## src/rtl/tpc_pkg.sv

```systemverilog
// Purpose: Shared constants and types of the touch panel control block
// Assumes: 10 MHz system clock
// Notes:   Power mode codes follow the control byte bits
package tpc_pkg;

  localparam int unsigned CLK_HZ        = 10_000_000;
  localparam int unsigned READY_TIME_NS = 10_000;
  localparam int unsigned READY_CYCLES_I = READY_TIME_NS / (1_000_000_000 / CLK_HZ);
  localparam logic [6:0]  READY_CYCLES  = READY_CYCLES_I[6:0];

  // Control byte field positions
  localparam int unsigned BIT_MODE = 3;
  localparam int unsigned BIT_SER  = 2;
  localparam int unsigned BIT_PMHI = 1;
  localparam int unsigned BIT_PMLO = 0;

  // Rising edges counted from the start bit; conversion lengths counted in falling edges
  localparam logic [3:0] CNT_ZERO   = 4'h0;
  localparam logic [3:0] CNT_START  = 4'h1;
  localparam logic [3:0] CNT_ADDR   = 4'h3;
  localparam logic [3:0] CNT_ACQ    = 4'h4;
  localparam logic [3:0] CNT_BYTE   = 4'h8;
  localparam logic [3:0] LEN_12BIT  = 4'hc;
  localparam logic [3:0] LEN_8BIT   = 4'h8;

  localparam logic [1:0] PM_AUTO    = 2'h0;
  localparam logic [1:0] PM_REF_OFF = 2'h1;
  localparam logic [1:0] PM_ADC_OFF = 2'h2;
  localparam logic [1:0] PM_FULL    = 2'h3;
  localparam logic [1:0] PM_RESET   = PM_AUTO;

  localparam logic [2:0] ADDR_Y_POS = 3'h1;
  localparam logic [2:0] ADDR_X_POS = 3'h5;
  localparam logic [2:0] ADDR_RESET = 3'h0;
  localparam logic [6:0] SHIFT_RESET = 7'h00;

  typedef enum logic [1:0] {TPC_HUNT, TPC_CMD, TPC_CONV} tpc_state_t;

endpackage : tpc_pkg

```

## src/rtl/tpc_bias_if.sv

```systemverilog
// Purpose: Carrier between sequencer and panel switch driver
// Assumes: Single clock domain
// Notes:   Switch states come back registered
`timescale 1ns/1ns
interface tpc_bias_if;
  logic       acq;
  logic       conv;
  logic       single_ended;
  logic [2:0] addr;
  logic       yp;
  logic       ym;
  logic       xp;
  logic       xm;
  logic       sense_x;
  logic       sense_y;

  modport ctrl (output acq, conv, single_ended, addr, input yp, ym, xp, xm, sense_x, sense_y);
  modport bias (input acq, conv, single_ended, addr, output yp, ym, xp, xm, sense_x, sense_y);
endinterface : tpc_bias_if

```

## src/rtl/tpc_bias.sv

```systemverilog
// Purpose: Panel bias and sense switch driver
// Assumes: Phase flags from the sequencer on the same clock
// Notes:   Unknown channel addresses leave every switch open
`timescale 1ns/1ns
module tpc_bias (
  input wire logic  clk,
  input wire logic  arst_n,
  tpc_bias_if.bias  bi
);

  wire drive_on = bi.acq | (bi.conv & ~bi.single_ended);
  wire sense_on = drive_on;
  wire sel_y    = (bi.addr == tpc_pkg::ADDR_Y_POS);
  wire sel_x    = (bi.addr == tpc_pkg::ADDR_X_POS);

  always_ff @(posedge clk or negedge arst_n) begin
    if (!arst_n) begin
      bi.yp      <= 1'b0;
      bi.ym      <= 1'b0;
      bi.xp      <= 1'b0;
      bi.xm      <= 1'b0;
      bi.sense_x <= 1'b0;
      bi.sense_y <= 1'b0;
    end else begin
      bi.yp      <= drive_on & sel_y;
      bi.ym      <= drive_on & sel_y;
      bi.xp      <= drive_on & sel_x;
      bi.xm      <= drive_on & sel_x;
      bi.sense_x <= sense_on & sel_y;
      bi.sense_y <= sense_on & sel_x;
    end
  end
endmodule : tpc_bias

```

## src/rtl/tpc_ctrl.sv

```systemverilog
// Purpose: Serial control, power sequencing and panel bias of a touch converter
// Assumes: Serial pins and pen detect are asynchronous to MCLK
// Notes:   Serial shift clock is sampled; one edge per MCLK at most
`timescale 1ns/1ns

// Overview of operation
// - Vertical measurement drives both vertical layer ends, supply and ground.
// - Vertical measurement senses through the horizontal plus input only.
// - Accepted request closes selected bias switches at acquisition start.
// - Single-ended: all panel switches open through the whole conversion.
// - Differential: switches stay closed from acquisition start to conversion end.
// - After reset, with select low, first sampled one is the start bit.
// - Serial output shows only zeros until a conversion takes place.
// - Selected power mode applies after conversion end, held until next byte.
// - Serial port stays alive in low power; new byte restores converter power, and reference power unless mode low-only is pending.
// - Reset sets both power mode bits to zero.
// - Converter is ready 101 MCLK cycles, 10.1 microseconds, after leaving shutdown.
// - Both mode bits set keeps reference always powered, converter powered while select is low.
// - Mode zero powers down at conversion end or select rise.
// - Mode high-only powers the converter down likewise, reference stays on; next command restores power.
// - Mode low-only switches reference off, converter stays powered while select is low.
// - Select rising powers down at once and aborts any conversion.
// - Select rising leaves the reference alone; only mode bits and busy control it.
// - Byte bit two selects input configuration, bits one and zero power mode.
// - Mode high-only keeps converter off and reference on between conversions.
// - Pen interrupt enabled only in power mode zero.
// - With select high, serial inputs ignored and serial output released.
module tpc_ctrl (
  input  wire logic MCLK,
  input  wire logic ARST_N,
  input  wire logic CS_N,
  input  wire logic SERIAL_DATA_IN,
  input  wire logic SERIAL_SHIFT_CLOCK,
  input  wire logic PEN_TOUCH,
  input  wire logic CONV_BIT,
  output logic      SERIAL_DATA_OUT,
  output logic      SERIAL_DATA_OUT_OE,
  output logic      BUSY,
  output logic      BUSY_OE,
  output logic      Y_PLUS_DRV,
  output logic      Y_MINUS_DRV,
  output logic      X_PLUS_DRV,
  output logic      X_MINUS_DRV,
  output logic      SENSE_X_PLUS,
  output logic      SENSE_Y_PLUS,
  output logic      ADC_PWR,
  output logic      REF_PWR,
  output logic      ADC_READY,
  output logic      RES_8BIT,
  output logic      PEN_TOUCH_IRQ_N
);

  localparam int unsigned NSYNC = 4;

  tpc_bias_if bif ();

  // Two-stage synchronisers for pins
  logic [NSYNC-1:0] pin_raw;
  logic [NSYNC-1:0] sync1_reg;
  logic [NSYNC-1:0] sync2_reg;
  localparam logic [NSYNC-1:0] SYNC_RESET = 4'h1;

  assign pin_raw = {PEN_TOUCH, SERIAL_SHIFT_CLOCK, SERIAL_DATA_IN, CS_N};

  genvar gi;
  generate
    for (gi = 0; gi < NSYNC; gi++) begin : g_sync
      always_ff @(posedge MCLK or negedge ARST_N) begin
        if (!ARST_N) begin
          sync1_reg[gi] <= SYNC_RESET[gi];
          sync2_reg[gi] <= SYNC_RESET[gi];
        end else begin
          sync1_reg[gi] <= pin_raw[gi];
          sync2_reg[gi] <= sync1_reg[gi];
        end
      end
    end
  endgenerate

  wire cs_s   = sync2_reg[0];
  wire din_s  = sync2_reg[1];
  wire sclk_s = sync2_reg[2];
  wire pen_s  = sync2_reg[3];

  logic cs_d_reg;
  logic sclk_d_reg;

  always_ff @(posedge MCLK or negedge ARST_N) begin
    if (!ARST_N) begin
      cs_d_reg   <= 1'b1;
      sclk_d_reg <= 1'b0;
    end else begin
      cs_d_reg   <= cs_s;
      sclk_d_reg <= sclk_s;
    end
  end

  wire cs_rise   = cs_s & ~cs_d_reg;
  wire cs_fall   = ~cs_s & cs_d_reg;
  wire sclk_rise = sclk_s & ~sclk_d_reg & ~cs_s;
  wire sclk_fall = ~sclk_s & sclk_d_reg & ~cs_s;

  // Sequencer
  tpc_pkg::tpc_state_t state_reg;
  tpc_pkg::tpc_state_t state_next;
  logic [3:0]          bit_cnt_reg;
  logic [3:0]          conv_cnt_reg;
  logic [6:0]          shift_reg;
  logic [2:0]          addr_reg;
  logic                ser_reg;
  logic                mode8_reg;
  logic [1:0]          pm_pend_reg;
  logic [1:0]          pm_reg;
  logic                hw_pd_reg;

  wire       start_seen = (state_reg == tpc_pkg::TPC_HUNT) & sclk_rise & din_s;
  wire       byte_done  = (state_reg == tpc_pkg::TPC_CMD) & sclk_fall & (bit_cnt_reg == tpc_pkg::CNT_BYTE);
  wire [3:0] conv_len   = mode8_reg ? tpc_pkg::LEN_8BIT : tpc_pkg::LEN_12BIT;
  wire       conv_done  = (state_reg == tpc_pkg::TPC_CONV) & sclk_fall & (conv_cnt_reg == conv_len - 4'h1);
  wire       acq        = (state_reg == tpc_pkg::TPC_CMD) & (bit_cnt_reg >= tpc_pkg::CNT_ACQ);
  wire       conv       = (state_reg == tpc_pkg::TPC_CONV);
  wire       busy_any   = acq | conv;
  wire       bit_shift  = (state_reg == tpc_pkg::TPC_CMD) & sclk_rise & (bit_cnt_reg < tpc_pkg::CNT_BYTE);

  always_comb begin
    state_next = state_reg;
    unique case (state_reg)
      tpc_pkg::TPC_HUNT: if (start_seen) state_next = tpc_pkg::TPC_CMD;
      tpc_pkg::TPC_CMD:  if (byte_done) state_next = tpc_pkg::TPC_CONV;
      tpc_pkg::TPC_CONV: if (conv_done) state_next = tpc_pkg::TPC_HUNT;
    endcase
    if (cs_rise) begin
      state_next = tpc_pkg::TPC_HUNT;
    end
  end

  always_ff @(posedge MCLK or negedge ARST_N) begin
    if (!ARST_N) begin
      state_reg <= tpc_pkg::TPC_HUNT;
    end else begin
      state_reg <= state_next;
    end
  end

  always_ff @(posedge MCLK or negedge ARST_N) begin
    if (!ARST_N) begin
      bit_cnt_reg <= tpc_pkg::CNT_ZERO;
      shift_reg   <= tpc_pkg::SHIFT_RESET;
    end else if (start_seen) begin
      bit_cnt_reg <= tpc_pkg::CNT_START;
    end else if (bit_shift) begin
      bit_cnt_reg <= bit_cnt_reg + 4'h1;
      shift_reg   <= {shift_reg[5:0], din_s};
    end
  end

  // Address is caught as its last bit arrives, before acquisition
  always_ff @(posedge MCLK or negedge ARST_N) begin
    if (!ARST_N) begin
      addr_reg <= tpc_pkg::ADDR_RESET;
    end else if (bit_shift && bit_cnt_reg == tpc_pkg::CNT_ADDR) begin
      addr_reg <= {shift_reg[1:0], din_s};
    end
  end

  always_ff @(posedge MCLK or negedge ARST_N) begin
    if (!ARST_N) begin
      ser_reg     <= 1'b0;
      mode8_reg   <= 1'b0;
      pm_pend_reg <= tpc_pkg::PM_RESET;
    end else if (byte_done) begin
      ser_reg     <= shift_reg[tpc_pkg::BIT_SER];
      mode8_reg   <= shift_reg[tpc_pkg::BIT_MODE];
      pm_pend_reg <= {shift_reg[tpc_pkg::BIT_PMHI], shift_reg[tpc_pkg::BIT_PMLO]};
    end
  end

  always_ff @(posedge MCLK or negedge ARST_N) begin
    if (!ARST_N) begin
      conv_cnt_reg <= tpc_pkg::CNT_ZERO;
    end else if (byte_done) begin
      conv_cnt_reg <= tpc_pkg::CNT_ZERO;
    end else if (conv && sclk_fall) begin
      conv_cnt_reg <= conv_cnt_reg + 4'h1;
    end
  end

  // Power mode takes over at conversion end or select release
  always_ff @(posedge MCLK or negedge ARST_N) begin
    if (!ARST_N) begin
      pm_reg <= tpc_pkg::PM_RESET;
    end else if (conv_done || cs_rise) begin
      pm_reg <= pm_pend_reg;
    end
  end

  always_ff @(posedge MCLK or negedge ARST_N) begin
    if (!ARST_N) begin
      hw_pd_reg <= 1'b0;
    end else if (cs_rise) begin
      hw_pd_reg <= 1'b1;
    end else if (cs_fall) begin
      hw_pd_reg <= 1'b0;
    end
  end

  // Converter runs in any conversion, otherwise per low mode bit while select is low
  wire adc_pwr_next = busy_any | (pm_reg[0] & ~hw_pd_reg);
  // Reference follows the high mode bit, and runs while busy unless mode low-only is pending; select has no say
  wire ref_pwr_next = pm_reg[1] | (busy_any & (pm_pend_reg != tpc_pkg::PM_REF_OFF));
  wire irq_en       = (pm_reg == tpc_pkg::PM_AUTO);

  logic       adc_pwr_reg;
  logic       ref_pwr_reg;
  logic       pen_irq_n_reg;
  logic [6:0] ready_cnt_reg;
  logic       ready_reg;

  always_ff @(posedge MCLK or negedge ARST_N) begin
    if (!ARST_N) begin
      adc_pwr_reg   <= 1'b0;
      ref_pwr_reg   <= 1'b0;
      pen_irq_n_reg <= 1'b1;
    end else begin
      adc_pwr_reg   <= adc_pwr_next;
      ref_pwr_reg   <= ref_pwr_next;
      pen_irq_n_reg <= ~(irq_en & pen_s & ~busy_any);
    end
  end

  always_ff @(posedge MCLK or negedge ARST_N) begin
    if (!ARST_N) begin
      ready_cnt_reg <= 7'h00;
      ready_reg     <= 1'b0;
    end else if (!adc_pwr_reg) begin
      ready_cnt_reg <= 7'h00;
      ready_reg     <= 1'b0;
    end else if (ready_cnt_reg != tpc_pkg::READY_CYCLES) begin
      ready_cnt_reg <= ready_cnt_reg + 7'h01;
    end else begin
      ready_reg     <= 1'b1;
    end
  end

  // Serial output and busy flag
  logic dout_reg;
  logic dout_oe_reg;
  logic busy_reg;

  always_ff @(posedge MCLK or negedge ARST_N) begin
    if (!ARST_N) begin
      dout_reg <= 1'b0;
    end else if (cs_rise) begin
      dout_reg <= 1'b0;
    end else if (sclk_fall) begin
      dout_reg <= conv & ~byte_done & CONV_BIT;
    end
  end

  always_ff @(posedge MCLK or negedge ARST_N) begin
    if (!ARST_N) begin
      busy_reg <= 1'b0;
    end else if (cs_rise) begin
      busy_reg <= 1'b0;
    end else if (sclk_fall) begin
      busy_reg <= byte_done;
    end
  end

  always_ff @(posedge MCLK or negedge ARST_N) begin
    if (!ARST_N) begin
      dout_oe_reg <= 1'b0;
    end else begin
      dout_oe_reg <= ~cs_s;
    end
  end

  // Panel switch driver
  assign bif.acq          = acq;
  assign bif.conv         = conv;
  assign bif.single_ended = ser_reg;
  assign bif.addr         = addr_reg;

  tpc_bias u_bias (
    .clk    (MCLK),
    .arst_n (ARST_N),
    .bi     (bif.bias)
  );

  assign SERIAL_DATA_OUT    = dout_reg;
  assign SERIAL_DATA_OUT_OE = dout_oe_reg;
  assign BUSY               = busy_reg;
  assign BUSY_OE            = dout_oe_reg;
  assign Y_PLUS_DRV         = bif.yp;
  assign Y_MINUS_DRV        = bif.ym;
  assign X_PLUS_DRV         = bif.xp;
  assign X_MINUS_DRV        = bif.xm;
  assign SENSE_X_PLUS       = bif.sense_x;
  assign SENSE_Y_PLUS       = bif.sense_y;
  assign ADC_PWR            = adc_pwr_reg;
  assign REF_PWR            = ref_pwr_reg;
  assign ADC_READY          = ready_reg;
  assign RES_8BIT           = mode8_reg;
  assign PEN_TOUCH_IRQ_N    = pen_irq_n_reg;
endmodule : tpc_ctrl

```

## config.mk

```make
export PLATFORM = sky130hd
export DESIGN_NAME = tpc_ctrl
export DESIGN_NICKNAME = d
export VERILOG_FILES = /design/src/rtl/tpc_pkg.sv /design/src/rtl/tpc_bias_if.sv /design/src/rtl/tpc_bias.sv /design/src/rtl/tpc_ctrl.sv
export SDC_FILE = /design/constraint.sdc
export NUM_CORES = 1
export LEC_CHECK = 0
export ABC_CLOCK_PERIOD_IN_PS = 2150
export BUFFER_PORTS_ARGS = -buffer_cell sky130_fd_sc_hd__buf_2
export CORE_ASPECT_RATIO = 1.4
export CORE_MARGIN = 5
export CORE_UTILIZATION = 57
export CTS_CLUSTER_SIZE = 10
export DETAILED_ROUTE_END_ITERATION = 8
export PLACE_DENSITY = 0.77
export SETUP_SLACK_MARGIN = 0.05
export SYNTH_ARGS = -nofsm -noshare
export SYNTH_HDL_FRONTEND = slang
export SYNTH_SLANG_ARGS = --single-unit
```

## constraint.sdc

```tcl
create_clock -name MCLK -period 2.15 [get_ports MCLK]
set_input_delay 0.43 -clock MCLK [delete_from_list [all_inputs] [get_ports MCLK]]
set_output_delay 0.43 -clock MCLK [all_outputs]
set_load 0.02 [all_outputs]
```

==> metrics.cfg <==
[yosys]
avgSynthCellArea_um2=12.34
ys.warnings.count=0
synth_area_um2=2160
yosysTopAreaCell=dfrtp_1
yosys-top-cells-area=dfrtp_1 53%, mux2_2 6.8%, ha_1 5.2%
ys_seq_area_share_pct=58.17
syn-instance-count=175
synth.distinct_cells=41
syn_nets=191
synth_seq_cells=50
yosysTopAreaCellShare_pct=53.30

[cells_and_area]
fin_nets=215
diodes=0
fillers=286
largest_register_ffs=7
layout-drive-gt1-share_pct=27.00
area_growth_syn_to_layout_pct=11.82

[grt]
grt_overflow=0
antenna_found_initial=0
grt_pass1_wl_um=6589
track_usage_pct=17.22
grt_pass1_vias=1417
grt_max_degree=27

[clock_tree]
cts.clk_slew.worst_paths_ns=0.09
clockBufferDepth=2
cts-htree-levels=2
cts_tree=yes
clock_sinks=50
cts-buffers-inserted=5
hold_buffers=0
cts_resized=0
cts_root_buf=clkbuf_8
clock_latency_ns=0.30

[drt]
first_pass_iters=4
wl_per_cell_um=15.82
drc=0
wirelength_um=3828
antenna_left=0
drt_iter0_drc=57
routed-via-count=1366
vias_per_cell=5.645

[die]
start_util_pct=59.27
core-area_um2=3643
chipHeight_um=82.83
io_pins=22
rows=26
die-width_um=62.02
dieArea_um2=5137

[sta]
period_minus_slack_ns=1.986
timing.hold.ws_ns=0.1169
final-max-slew-violation-count=0
relSlewSlack_pct=61.61
post-route-period-util_pct=92.36
worst_slack_ns=0.1642
rsz0062_at_grt=no
fin_tns_setup_ns=0
finalClockSkew_ns=0.003614
max_freq_mhz=503.6
timing_hold_violations_final=0
setup_viol=0
worstMarginPinSlew_ns=0.5758

[power]
p_total_mw=2.321
power_switching_mw=0.6770
clockPowerShare_pct=28.3
ir_drop_mv=0.6747
swShare_pct=29.17
combPwrFrac_pct=19.7
p_seq_share_pct=52.1
p_per_area_nw_per_um2=961.0
leakagePower_nw=1.179
cell_internal_pwr_mw=1.644

[setup_path]
end_kind=flop
rr_startpoint=state_reg[1]
startpoint=state_reg[1]
crit_type=reg2reg
cp-start-kind=flop
cpPeakStageDelay_ns=0.42
worstPathArrival_ns=2.17
critPathRequiredTime_ns=2.33
path_cells=inv_1 > ha_1 > and4b_1 > nand2_1 > a222oi_1 > mux2_1
cp_max_fo=5
crit_path_top_delay_cell=a222oi_1

[worst_hold_path]
hold_path.class=in2async

[place]
pre_cts_ws_ns=0.07426
dp_hpwl_um=2892
place.port_buffers=21
place.gp.congestion=0.8397

[flow_run]
maxCapViolCount=0

[outcome]
status=finished, final reports clean

-- power by group through the flow --
stage               Sequential (mW)  Combinational [mW]  Clock, mW
detailed placement             1.23               0.449          0
global route                   1.22               0.513      0.718
CTS                            1.21               0.450      0.669
floorplan                      1.22               0.282          0
global placement               1.21               0.411          0
finish                         1.21               0.456      0.656
-- critical path: cells and delay by family, from the launching register on --
| kind | cells | cell delay [ns] |
|---|---|---|
| multiplexers | 1 | 0.37 |
| AND/OR/NAND/NOR | 2 | 0.33 |
| buffers and inverters | 1 | 0.09 |
| adder cells (fa/ha/maj) | 1 | 0.25 |
| flip-flops | 1 | 0.41 |
| AO/OA/AOI/OAI | 1 | 0.42 |
-- kinds of logic (layout without fill, tap and decap cells) --
family          after synthesis  in the layout  synth area share [%]
compound gates               23             23                 6.952
xor+xnor                      7              7                 2.839
simple gates                 52             52                 14.54
flops                        50             50                 58.17
fa+ha+maj                     9              9                 5.214
mux                          16             16                 8.227
buf+inv                      18             43                 4.055
-- per-layer routing --
metal	up-vias	track usage, %	wire length, um
li1	643	-	-
met5	-	0	0
met1	680	20.56	1528
met2	31	28.40	2057
met3	12	4.658	142
met4	0	6.564	99
-- cell usage in the layout (no fill, tap or decap), types with 2 or more instances in the layout --
cell       n
and2_1     5
xnor2_1    4
and4b_1    2
a21boi_0   2
xor2_1     3
mux2_2    13
nand2_1    8
clkbuf_8   5
nand3_1    9
buf_2     21
nor2b_1    3
o21ai_0    7
dfrtp_1   46
dfstp_2    4
a21oi_1    5
and3_1     2
nor2_1    10
inv_1     12
ha_1       9
mux2i_1    2
o21bai_1   2
nand2b_1   2
-- area by class of cell --
class	instances	area, um2	share of cell area, %
sequential	50	1256	52.02
multi-input combinational	107	815.8	33.78
timing repair buffer	23	132.6	5.492
clock buffer	5	68.82	2.850
tap	42	52.55	2.176
inverter	12	45.04	1.865
clock inverter	3	43.79	1.813
-- what timing repair did --
| action | CTS | global route |
|---|---|---|
| endpoints found under the setup margin | 0 | 1 |
| buffers inserted | 0 | 1 |
| hold endpoints to repair | 0 | 0 |
-- cell usage after synthesis (all sizes together) --
cell type / number
and3b: 1
ha: 9
dfstp: 4
a32o: 1
buf: 6
nand2: 8
nand4b: 1
nor2: 10
mux2: 14
o21a: 1
o21bai: 2
nor3: 1
and4b: 2
and3: 2
or3: 2
nor2b: 3
xor2: 3
a222oi: 1
nand2b: 2
a31oi: 1
a21boi: 2
o22a: 1
mux2i: 2
nand3b: 1
xnor2: 4
and2: 5
nand4: 1
nor4bb: 1
dfrtp: 46
a21o: 1
nand3: 9
o21ai: 7
inv: 12
nor3b: 3
o211ai: 1
a21oi: 5
-- through the flow --
| step | instances | utilization (%) | instance area, um2 |
|---|---|---|---|
| global route | 242 | 66.28 | 2415 |
| floorplan | 175 | - | 2160 |
| CTS | 241 | 66.07 | 2407 |
| global placement | 233 | 62.98 | 2295 |
| detailed placement | 233 | 62.98 | 2295 |
| finish | 242 | 66.28 | 2415 |
-- worst paths after layout --
kind	end	cells past startpoint	slack [ns]
max in group asynchronous	PEN_TOUCH_IRQ_N	2	1.41
min in group MCLK	sync1_reg[0]	1	0.22
hold / removal	addr_reg[0]	1	0.12
setup / recovery	state_reg[0]	6	0.16
hold reg to reg	cs_s	0	0.36
setup reg to reg	state_reg[0]	6	0.16
Power figures use the tool's default switching activity.
